**src/rtl/valve_ref_defs.vh**
```
// Purpose: Offsets, field positions and reset values of the selector.
// Assumes: APB byte addresses, one aligned 32-bit word per register.
// Notes: Included by bare name; definitions only.
`ifndef VALVE_REF_DEFS_VH
`define VALVE_REF_DEFS_VH

// Register byte offsets
`define OFS_CTRL 8'h00
`define OFS_POWER 8'h04
`define OFS_STATUS 8'h08
`define OFS_TABLE 8'h40
`define TABLE_LAST 8'h78

// Control register fields
`define CTRL_INT_EN 0
`define CTRL_BINARY 1
`define CTRL_SPLIT 2
`define CTRL_PLIM_EN 3
`define CTRL_STSEL_LO 4
`define CTRL_STSEL_HI 5

// Status output functions
`define STSEL_FAULT 2'h0
`define STSEL_ENABLED 2'h1
`define STSEL_LIMIT 2'h2
`define STSEL_INTREF 2'h3

// Table entry fields: set-point low half, ramp time high half
`define ENT_VAL_HI 15
`define ENT_RATE_LO 16

// Reset values
`define CTRL_RESET 32'h0000_0000
`define POWER_RESET 32'hFFFF_FFFF
`define ENTRY_RESET 32'h0000_0000

// Table size
`define TABLE_N 15

`endif

```
**src/rtl/valve_reference_selector.v**
```verilog
// Purpose: Picks the valve set-point from stored values or analog input.
// Assumes: APB slave on pclk; analog samples come from same-clock logic.
// Notes: Drive outputs are unsigned current commands per solenoid.
//
// Local design decisions: the placing of the registers and the APB slave port.
`timescale 1ns/100ps
`default_nettype none
`include "valve_ref_defs.vh"
module valve_reference_selector #(
    parameter dual_solenoid_variant = 1'b1 // Two-solenoid driver build
) (
    // Clock and reset
    input wire pclk,
    input wire presetn,
    // APB slave
    input wire psel,
    input wire penable,
    input wire pwrite,
    input wire [7:0] paddr,
    input wire [31:0] pwdata,
    output wire [31:0] prdata,
    output wire pready,
    output wire pslverr,
    // Pins from the machine control unit
    input wire profile_select_in_1,
    input wire profile_select_in_2,
    input wire profile_select_in_3,
    input wire profile_select_in_4,
    input wire driver_enable_in,
    // Analog samples, signed, same clock
    input wire [15:0] flow_ref_analog_in,
    input wire [15:0] pressure_feedback_in,
    // Fault from the current stage, same clock
    input wire current_fault_in,
    // Current commands and status pin
    output wire [15:0] solenoid_a_drive,
    output wire [15:0] solenoid_b_drive,
    output wire status_out
);
    // Software state
    reg [31:0] ctrl_q; // Mode bits and status function
    reg [31:0] power_limit_setting; // Maximum p x Q
    reg [31:0] tbl_q [0:14]; // Stored set-points with ramp times
    reg [31:0] prdata_q; // Read data, loaded in setup
    reg pslverr_q; // Unmapped address or status write seen in setup
    // Output state
    reg [15:0] drive_a_q; // Solenoid A command
    reg [15:0] drive_b_q; // Solenoid B command
    reg status_q; // Status pin
    reg [15:0] flow_q; // Regulated flow after limiting
    reg limit_q; // Limiter is clamping
    // Synchronised pins
    wire [4:0] pins;
    wire [3:0] sel; // Select inputs, bit 0 is input 1
    wire enabled; // Driver enable level
    // Decode results
    reg hit_a; // Channel A has a stored value picked
    reg hit_b; // Channel B has a stored value picked
    reg [3:0] idx_a; // Entry for channel A
    reg [3:0] idx_b; // Entry for channel B
    // Mode bits
    wire int_en;
    wire binary;
    wire split;
    wire plim_on;
    wire [1:0] stsel;
    // Ramp targets and results
    wire use_a; // Channel A follows the table
    wire use_b; // Channel B follows the table
    wire [15:0] tgt_a;
    wire [15:0] tgt_b;
    wire [15:0] ramp_a;
    wire [15:0] ramp_b;
    // Limiter arithmetic
    wire [31:0] quotient;
    wire [15:0] flow_mag;
    wire flow_pos;
    wire press_pos;
    // APB decode
    wire setup;
    wire wr_access;
    wire in_table;
    wire [3:0] tbl_idx;
    integer k;

    assign int_en = ctrl_q[`CTRL_INT_EN];
    assign binary = ctrl_q[`CTRL_BINARY];
    assign split = ctrl_q[`CTRL_SPLIT] & dual_solenoid_variant;
    assign plim_on = ctrl_q[`CTRL_PLIM_EN] & dual_solenoid_variant;
    assign stsel = ctrl_q[`CTRL_STSEL_HI:`CTRL_STSEL_LO];

    // Select and enable pins cross into pclk before any decode
    select_sync u_sync (
        .pclk(pclk),
        .presetn(presetn),
        .pin_in({driver_enable_in, profile_select_in_4, profile_select_in_3,
                 profile_select_in_2, profile_select_in_1}),
        .pin_sync(pins)
    );
    assign sel = pins[3:0];
    assign enabled = pins[4];

    // Select decode; lowest input wins in standard mode if several are high
    always @* begin
        hit_a = 1'b0;
        hit_b = 1'b0;
        idx_a = 4'h0;
        idx_b = 4'h0;
        if (binary && !split) begin
            // Every nonzero code is its own entry
            hit_a = (sel != 4'h0);
            idx_a = sel - 4'h1;
        end else if (binary) begin
            // Two bits per channel, three codes each
            hit_a = (sel[1:0] != 2'b00);
            idx_a = {2'b00, sel[1:0]} - 4'h1;
            hit_b = (sel[3:2] != 2'b00);
            idx_b = {2'b00, sel[3:2]} + 4'h2;
        end else if (!split) begin
            // One input per entry
            hit_a = (sel != 4'h0);
            if (sel[0]) begin
                idx_a = 4'h0;
            end else if (sel[1]) begin
                idx_a = 4'h1;
            end else if (sel[2]) begin
                idx_a = 4'h2;
            end else begin
                idx_a = 4'h3;
            end
        end else begin
            // Inputs 1,2 for channel A, inputs 3,4 for channel B
            hit_a = sel[0] | sel[1];
            idx_a = sel[0] ? 4'h0 : 4'h1;
            hit_b = sel[2] | sel[3];
            idx_b = sel[2] ? 4'h2 : 4'h3;
        end
    end

    // Table only when int_en is set and an input of that channel is high, else analog path
    assign use_a = int_en & hit_a;
    assign use_b = int_en & hit_b;
    assign tgt_a = use_a ? tbl_q[idx_a][`ENT_VAL_HI:0]
                         : flow_ref_analog_in;
    assign tgt_b = use_b ? tbl_q[idx_b][`ENT_VAL_HI:0]
                         : flow_ref_analog_in;

    // Each channel ramps with the ramp time of its picked entry
    ramp_slew u_ramp_a (
        .pclk(pclk),
        .presetn(presetn),
        .target(tgt_a),
        .rate(tbl_q[idx_a][31:`ENT_RATE_LO]),
        .bypass(~use_a),
        .value(ramp_a)
    );
    ramp_slew u_ramp_b (
        .pclk(pclk),
        .presetn(presetn),
        .target(tgt_b),
        .rate(tbl_q[idx_b][31:`ENT_RATE_LO]),
        .bypass(~use_b),
        .value(ramp_b)
    );

    // Limiter operands; a wide divider costs area but keeps one-cycle latency
    assign flow_pos = ~ramp_a[15] & (ramp_a != 16'h0000);
    assign flow_mag = ramp_a;
    assign press_pos = ~pressure_feedback_in[15] &
                       (pressure_feedback_in != 16'h0000);
    assign quotient = press_pos ?
        power_limit_setting / {16'h0000, pressure_feedback_in} :
        32'hFFFF_FFFF;

    // Regulated flow: clamp positive flow to limit over pressure
    always @(posedge pclk or negedge presetn) begin
        if (!presetn) begin
            flow_q <= 16'h0000;
            limit_q <= 1'b0;
        end else if (plim_on && flow_pos &&
                     quotient < {16'h0000, flow_mag}) begin
            flow_q <= quotient[15:0];
            limit_q <= 1'b1;
        end else begin
            flow_q <= ramp_a;
            limit_q <= 1'b0;
        end
    end

    // Solenoid commands, zero while the driver is disabled
    always @(posedge pclk or negedge presetn) begin
        if (!presetn) begin
            drive_a_q <= 16'h0000;
            drive_b_q <= 16'h0000;
        end else if (!enabled) begin
            drive_a_q <= 16'h0000;
            drive_b_q <= 16'h0000;
        end else if (split) begin
            // Two single-solenoid valves, positive part only
            drive_a_q <= flow_q[15] ? 16'h0000 : flow_q;
            drive_b_q <= ramp_b[15] ? 16'h0000 : ramp_b;
        end else begin
            // One double-solenoid valve: sign picks the coil
            drive_a_q <= flow_q[15] ? 16'h0000 : flow_q;
            drive_b_q <= flow_q[15] ? (16'h0000 - flow_q) : 16'h0000;
        end
    end

    // Status pin function, fault after reset
    always @(posedge pclk or negedge presetn) begin
        if (!presetn) begin
            status_q <= 1'b0;
        end else begin
            case (stsel)
                `STSEL_FAULT: status_q <= current_fault_in;
                `STSEL_ENABLED: status_q <= enabled;
                `STSEL_LIMIT: status_q <= limit_q;
                `STSEL_INTREF: status_q <= use_a | use_b;
                default: status_q <= current_fault_in;
            endcase
        end
    end

    // APB decode; the slave never waits, so pready is tied high
    assign setup = psel & ~penable;
    assign wr_access = psel & penable & pwrite;
    assign in_table = (paddr >= `OFS_TABLE) && (paddr <= `TABLE_LAST) &&
                      (paddr[1:0] == 2'b00);
    assign tbl_idx = paddr[5:2];

    // Control and limit registers written at the access edge
    always @(posedge pclk or negedge presetn) begin
        if (!presetn) begin
            ctrl_q <= `CTRL_RESET;
            power_limit_setting <= `POWER_RESET;
        end else if (wr_access && !pslverr_q) begin
            if (paddr == `OFS_CTRL) begin
                ctrl_q <= {26'h000_0000, pwdata[5:0]};
            end
            if (paddr == `OFS_POWER) begin
                power_limit_setting <= pwdata;
            end
        end
    end

    // Table entries, one flop word per stored value
    genvar e;
    generate
        for (e = 0; e < `TABLE_N; e = e + 1) begin : g_ent
            always @(posedge pclk or negedge presetn) begin
                if (!presetn) begin
                    tbl_q[e] <= `ENTRY_RESET;
                end else if (wr_access && in_table && tbl_idx == e) begin
                    tbl_q[e] <= pwdata;
                end
            end
        end
    endgenerate

    // Read data and error caught in setup, presented in access
    always @(posedge pclk or negedge presetn) begin
        if (!presetn) begin
            prdata_q <= 32'h0000_0000;
            pslverr_q <= 1'b0;
        end else if (setup) begin
            pslverr_q <= 1'b0;
            prdata_q <= 32'h0000_0000;
            if (paddr == `OFS_CTRL) begin
                prdata_q <= ctrl_q;
            end else if (paddr == `OFS_POWER) begin
                prdata_q <= power_limit_setting;
            end else if (paddr == `OFS_STATUS) begin
                if (pwrite) begin
                    pslverr_q <= 1'b1; // Status is read-only
                end
                prdata_q <= {enabled, limit_q, use_b, use_a, sel,
                             idx_b, idx_a, flow_q};
            end else if (in_table) begin
                for (k = 0; k < `TABLE_N; k = k + 1) begin
                    if (tbl_idx == k) begin
                        prdata_q <= tbl_q[k];
                    end
                end
            end else begin
                pslverr_q <= 1'b1; // Unmapped word
            end
        end
    end

    assign prdata = prdata_q;
    assign pready = 1'b1;
    assign pslverr = psel & penable & pslverr_q;
    assign solenoid_a_drive = drive_a_q;
    assign solenoid_b_drive = drive_b_q;
    assign status_out = status_q;
endmodule // valve_reference_selector
`default_nettype wire

```
**src/rtl/select_sync.v**
```verilog
// Purpose: Two-flop synchroniser for the four select pins and enable.
// Assumes: Pins are asynchronous to pclk.
// Notes: First stage is read only by the second stage.
`timescale 1ns/100ps
`default_nettype none
module select_sync (
    // Clock and reset
    input wire pclk,
    input wire presetn,
    // Raw pins
    input wire [4:0] pin_in,
    // Synchronised levels
    output wire [4:0] pin_sync
);
    reg [4:0] meta_q; // First stage, metastability catcher
    reg [4:0] sync_q; // Second stage, safe to decode
    genvar i;
    // One pair of flops per pin
    generate
        for (i = 0; i < 5; i = i + 1) begin : g_bit
            always @(posedge pclk or negedge presetn) begin
                if (!presetn) begin
                    meta_q[i] <= 1'b0;
                    sync_q[i] <= 1'b0;
                end else begin
                    meta_q[i] <= pin_in[i];
                    sync_q[i] <= meta_q[i];
                end
            end
        end
    endgenerate
    assign pin_sync = sync_q;
endmodule // select_sync
`default_nettype wire

```
**src/rtl/ramp_slew.v**
```verilog
// Purpose: Moves a set-point one LSB at a time toward its target.
// Assumes: rate is pclk cycles per LSB step; zero means a direct jump.
// Notes: Bypass follows the target at once, used for the analog path.
`timescale 1ns/100ps
`default_nettype none
module ramp_slew (
    // Clock and reset
    input wire pclk,
    input wire presetn,
    // Target and timing
    input wire [15:0] target,
    input wire [15:0] rate,
    input wire bypass,
    // Present set-point, signed
    output wire [15:0] value
);
    reg [15:0] value_q; // Present set-point
    reg [15:0] cnt_q; // Cycles since the last step
    wire at_target; // Nothing left to move
    wire step_now; // Step interval elapsed
    assign at_target = (value_q == target);
    assign step_now = (cnt_q >= rate - 16'h0001);
    // Slew: signed compare decides the step direction
    always @(posedge pclk or negedge presetn) begin
        if (!presetn) begin
            value_q <= 16'h0000;
            cnt_q <= 16'h0000;
        end else if (bypass || rate == 16'h0000) begin
            value_q <= target;
            cnt_q <= 16'h0000;
        end else if (at_target) begin
            cnt_q <= 16'h0000;
        end else if (step_now) begin
            cnt_q <= 16'h0000;
            if ($signed(target) > $signed(value_q)) begin
                value_q <= value_q + 16'h0001;
            end else begin
                value_q <= value_q - 16'h0001;
            end
        end else begin
            cnt_q <= cnt_q + 16'h0001;
        end
    end
    assign value = value_q;
endmodule // ramp_slew
`default_nettype wire

```
**config.mk**
```make
export PLATFORM = sky130hd
export DESIGN_NAME = valve_reference_selector
export DESIGN_NICKNAME = d
export VERILOG_FILES = /design/src/rtl/valve_reference_selector.v /design/src/rtl/select_sync.v /design/src/rtl/ramp_slew.v
export VERILOG_INCLUDE_DIRS = /design/src /design/src/rtl
export SDC_FILE = /design/constraint.sdc
export NUM_CORES = 2
export LEC_CHECK = 0
export BUFFER_PORTS_ARGS = -buffer_cell sky130_fd_sc_hd__buf_2
export CAP_MARGIN = 30
export CORE_UTILIZATION = 50
export DETAILED_ROUTE_END_ITERATION = 8
export PLACE_DENSITY_LB_ADDON = 0.15
export SETUP_SLACK_MARGIN = 0.5
export SLEW_MARGIN = 20
export SYNTH_ARGS = -nofsm -noshare
export SYNTH_HDL_FRONTEND = slang
export SYNTH_SLANG_ARGS = --single-unit
```
**constraint.sdc**
```tcl
create_clock -name pclk -period 115.4 [get_ports pclk]
set_input_delay 23.08 -clock pclk [delete_from_list [all_inputs] [get_ports pclk]]
set_output_delay 23.08 -clock pclk [all_outputs]
set_load 0.01 [all_outputs]
```
-- Word level (Yosys, flattened, before mapping)
Cells that the tools add are included.
- register bits: 675
- latch bits: 0
- RAM bits: 0
- bits in read-only memories: 0
- output and inout bits: 67
- word-level logic and storage cells: 216
- memories kept: 0
- add/sub/neg operators: 12
- multiply operators: 0
- div/mod/pow operators: 1
- $lt $le $gt $ge: 9
- equality and inequality tests: 23
- shifts and indexed selects: 0
- muxes and demuxes: 72
- bitwise operators: 18
- reductions and logical operators: 43
- operators by type and width (kind ; count):
    two-way mux 32 bit ; 24
    two-way mux 16 bit ; 20
    binary-select mux 32 bit (select 4 bit) ; 2
    adder 16 x 1 -> 16 bit, second input constant ; 4
    subtractor 16 x 1 -> 16 bit, second input constant ; 4
    two-way mux 15 bit ; 3
    divider 32 x 16 -> 32 bit ; 1
    equality test 16 bit ; 2
    >= comparator 16 bit ; 2
    greater-than comparator 16 bit ; 2
    zero test 16 bit ; 2
    less-than comparator 32 x 16 -> 1 bit ; 1
    nonzero test 16 bit ; 2
    equality test 4 bit, second input constant ; 7
    two-way mux 4 bit ; 7
    logical AND 1 bit ; 22
    equality test 4 x 3 -> 1 bit, second input constant ; 4
    subtractor 1 x 16 -> 16 bit, first input constant ; 1
    two-way mux 1 bit ; 14
    >= comparator 5 bit, second input constant ; 2
    NOT 4 -> 5 bit ; 2
    AND 1 bit ; 8
    equality test 4 x 2 -> 1 bit, second input constant ; 2
    equality test 8 x 3 -> 1 bit, second input constant ; 1
    other kinds (22) ; 39

-- Depth between registers and ports, before layout
- depth after elaboration: 20
- gate-level depth with buffers: 476

-- Hierarchy
From an unflattened synthesis, not the netlist that was laid out.
- cells, all modules: 6976
- area, all modules: 61266.3 sq um
- by module, submodules not included (module ; times used ; cells an instance ; area an instance (sq um) ; sequential area each (sq um)):
    valve_reference_selector ; 1 ; 6184 ; 54447.2 ; 15054.4
    ramp_slew ; 2 ; 391 ; 3284.4 ; 800.8
    select_sync ; 1 ; 10 ; 250.2 ; 250.2

-- Worst setup path before layout
No wires, ideal clock.
- kind: input to register
- start point: input port pressure_feedback_in[0]
- end point: register flow_q[14]
- library setup time: 0.082 ns
- arrival time: 115.439 ns
- required time: 115.318 ns
- slack: -0.121 ns
- cell stages on the path: 453
- cells stage by stage: inv_1 -> ha_1 -> nor4b_1 -> nand3_1 -> nor4_1 -> or2_2 -> a21oi_1 -> a21oi_1 -> ha_1 -> o21ai_0 -> a21oi_1 -> nand2_1 -> and2_1 -> a41o_1 -> ha_1 -> o211a_1 -> a211oi_1 -> nor2_1 -> [... 417 more ...] -> nor2b_1 -> o21ai_0 -> nand2b_1 -> a21oi_1 -> nor2b_1 -> o21ai_0 -> nand2b_1 -> a21oi_1 -> nor2b_1 -> o21ai_0 -> o2111ai_1 -> a31oi_1 -> o211ai_1 -> a2111oi_1 -> o2111ai_1 -> a21oi_4 -> buf_8 -> mux2i_1
- cells in the longest elaborated chain, start to end: 6
- elaborated cells on any way between the ends: 7
- classes of those cells: div (1); order compare (1); mux (2); bitwise (1); reduce/logical (2)
- RTL lines (item ; RTL line ; text):
    start: declaration ; valve_reference_selector.v:32 ; input wire [15:0] pressure_feedback_in,
    branches (longest 2 deep; another with divider 32 x 16 -> 32 bit) ; - ;
    two-way mux 32 bit * ; valve_reference_selector.v:171 ; assign quotient = press_pos ?
    less-than comparator 32 x 16 -> 1 bit ; valve_reference_selector.v:181 ; quotient < {16'h0000, flow_mag}) begin
    logical AND 1 bit ; valve_reference_selector.v:180 ; end else if (plim_on && flow_pos &&
    two-way mux 16 bit * ; valve_reference_selector.v:180 ;
    end signal: assignment ; valve_reference_selector.v:182 ; flow_q <= quotient[15:0];
    end signal: assignment ; valve_reference_selector.v:185 ; flow_q <= ramp_a;
    end: declaration ; valve_reference_selector.v:50 ; reg [15:0] flow_q;
Every way passes the cells marked *.
A chain may end at the register's enable or synchronous reset.

-- Final worst setup path
- start point: input port pressure_feedback_in[4]
- end point: register flow_q[5]
The elaborated chain is that of the path after synthesis.

==> implementation parameters <==
Parameter                              Value

Worst setup path
  Kind of cell with the highest combined delay on the critical path    compound AO/OA/AOI/OAI gates
  Worst setup SP type    primary input
  Highest fanout seen on the critical path    29
  Reg-to-reg setup timing slack    27120 ps
  Worst R2R Path Depth    431
  Origin of the critical flop-to-flop path    power_limit_setting[12]
  Combined buffer and inverter count along the critical path    24
  Critical Path Most Common Cell    sky130_fd_sc_hd__o21a_1
  Delay of the slowest critical-path stage    600 ps
  RR Endpoint    flow_q[5]
  Number of gates on the worst path with buffers counted    431
  CP Capture Type    flop
  Path type of the worst setup path    in -> reg
  Data required time at the worst endpoint    115970 ps
  Signal arrival time at the worst endpoint    110760 ps
  Slowest cell on crit path    sky130_fd_sc_hd__or4_4

Synthesis
  Number of flops mapped to enable cells by yosys    0
  Avg Synthesized Cell Area    8.92 µm²
  Number of library cell types mapped by synthesis    126
  Flip-flop cell with the highest count after synthesis    sky130_fd_sc_hd__dfrtp_1
  Cell area after synthesis    60400 µm²
  Sequential fraction of the synthesis area    0.280
  Net count of the mapped netlist    7360
  Warnings, synthesis    0
  Fraction of registers with async set/reset    1.00
  Register bit count reported by yosys    674
  Cells after Synth    6769

Finish
  FILL cells    10923
  Share of post-route cells with drive strength above 1    0.225
  Post-route standard cell area excluding fillers    67500 µm²
  Post-synthesis to final-layout area growth    11.8%
  # nets final    7462

Route
  1st-pass router iterations    6
  Number of DRC markers in iteration 0    5696
  Number of nets with antenna violations after routing    0
  Detail-routed via count per cell    6.60
  DR vias    56413
  Routed wirelength normalized by instance count    25.6 µm
  DRC violations left    0
  Total length of routed wires    218000 µm

Worst hold path
  HP Start    u_sync.meta_q[3]
  Destination of the worst hold path    u_sync.pin_sync[3]
  Worst Hold Path Cells    0
  Type of the most critical hold path    reg -> reg

Clocking
  Maximum clock path buffer count    3
  Inserted Clock Buffers    72
  CTS sink count    674
  Number of levels in the clock H-tree    3
  Clock-pin slew on the worst setup and hold paths    60 ps
  Insertion delay to the later sink of the worst-skew pair    660 ps
  TritonCTS clock tree    built
  Clock root buffer master    sky130_fd_sc_hd__clkbuf_16

Timing
  Final-report setup violation count    0
  Clock period minus final worst setup slack    110190 ps
  Tightest slew margin relative to the limit    0.258
  Slew Limit Fails    0
  Final setup margin    5210 ps
  Slew at the pin with the worst max-slew slack    1110 ps
  Unrepaired setup endpoints after global routing    no
  Clock tree skew after final layout    30.5 ps
  Final hold vios    0
  Fin crit share    0.955
  Final hold slack    351 ps
  Achievable clock frequency    9.08 MHz

Die
  Site Rows    127
  Effective utilization at floorplan    0.504
  Area of the placeable core    120000 µm²
  Area enclosed by the die boundary    122000 µm²
  Count of pins on the block boundary    150
  Die width    349 µm
  Die Span Y    349 µm

Place
  Port-buffer cells    147
  Worst slack at placement    -3420 ps
  Half-perimeter wire length of the detailed placement result    151000 µm
  Post-Place Cell Area    63200 µm²
  Routability Congestion    0.984

GRT
  Number of global-route vias before repair    53659
  Global route total overflow    0
  Global-route wire length before repair    327000 µm
  Number of antenna violations at the first check in global routing    14
  Pin count of the biggest net entering global routing    171
  Global-route usage over all layers    0.347

Run status
  Result of the run    finished, final reports clean

Run
  Maximum Capacitance Violations    0
## cells by family after synthesis
kind of cell	Yosys count	synth area share
buffers and inverters	528	0.0340
muxes	808	0.160
other	2	0.000124
and+or+nand+nor	2105	0.168
adders and majority gates	510	0.106
AOI/OAI and AO/OA	1870	0.213
DFF	674	0.280
xor gates and xnor gates	272	0.0396
## registers in the layout, summed over array words and instances, names as in the netlist
name and flops:
tbl_q 480, power_limit_setting 32, prdata 32, flow_q 16, solenoid_b_drive 16, u_ramp_a.cnt_q 16, u_ramp_a.value 16, u_ramp_b.cnt_q 16
u_ramp_b.value 16, solenoid_a_drive 15, ctrl_q 6, u_sync.meta_q 5, u_sync.pin_sync 5, limit_q 1, pslverr_q 1, status_out 1
## worst max path at each step
stage / from / to
6_report: pressure_feedback_in[4] / flow_q[5]
2_1_floorplan: pressure_feedback_in[0] / flow_q[14]
4_1_cts: pressure_feedback_in[0] / flow_q[1]
5_1_grt: pressure_feedback_in[0] / flow_q[1]
3_3_place_gp: pressure_feedback_in[0] / flow_q[11]
3_5_place_dp: pressure_feedback_in[0] / flow_q[1]
## layout make-up
cell class / count / area [µm²] / share of cell area
Multi-Input combinational cell: 5568 / 42600 / 0.631
Tap cell: 1612 / 2020 / 0.0299
Inverter: 156 / 589 / 0.00873
Antenna cell: 7 / 17.5 / 0.000259
Timing Repair Buffer: 399 / 2950 / 0.0438
Clock buffer: 105 / 2100 / 0.0311
Clock inverter: 28 / 330 / 0.00489
Sequential cell: 674 / 16900 / 0.250
## Yosys cell counts (all sizes together), types with 33 or more instances
cell type  instances  area, µm²
a211oi            52        390
a21o             131        983
o31ai            111        866
ha               506       6330
or3               50        318
xor2             103        902
nor2             362       1370
nand4             68        432
o211ai            52        390
mux2             619       6970
o21a             213       1600
nand2b            50        313
mux4              64       1440
o21ai            311       1580
dfrtp            642      16100
o21bai            34        255
nor4              33        240
mux2i            125       1250
or2               46        288
and3              56        350
buf              116        505
nor2b             67        419
a21oi            387       1990
clkbuf           256        962
a31oi             72        480
nand2            770       2890
nor3             236       1220
nand3            218       1110
xnor2            169       1490
a221oi            59        534
and2              69        432
inv              155        582
a22oi            195       1460
## placed cells by master (no fill, tap or decap), drive strengths merged, types with 67 or more instances in the layout
master,count
nor2,362
ha,506
o21a,213
nor2b,67
nand3,218
mux2,619
nand2,770
a22oi,195
nor3,236
o31ai,111
mux2i,125
nand4,68
a21oi,387
xor2,103
a31oi,72
dfrtp,642
inv,159
a21o,131
xnor2,169
and2,69
clkbuf,111
o21ai,311
buf,391
## per-layer routing
layer | global-route usage | wire [µm] | share of wire | up-vias
li1 | - | - | - | 25630
met1 | 0.466 | 91300 | 0.42 | 27539
met2 | 0.543 | 96500 | 0.44 | 2647
met3 | 0.0714 | 21200 | 0.097 | 581
met4 | 0.142 | 9360 | 0.043 | 16
met5 | 0 | 96 | 0.00044 | -
## through the flow
step | util | std cells | setup TNS, ps
floorplan | - | 6769 | 0
detailed placement | 0.528 | 8321 | -56550
CTS | 0.550 | 8464 | 0
finish | 0.564 | 8549 | 0
global placement | 0.527 | 8315 | -24020
global route | 0.563 | 8543 | 0
## what timing repair did
| action | in CTS | in global routing |
|---|---|---|
| setup endpoints to repair | 17 | 17 |
| pin swaps | 6 | 55 |
| cloned | 0 | 7 |
| buffers inserted | 10 | 65 |
| resized for setup | 28 | 195 |
| hold buffers | 0 | 0 |
Power is not shown: default switching activity piles up to over one toggle a cycle in this logic, so the estimate is an artifact.
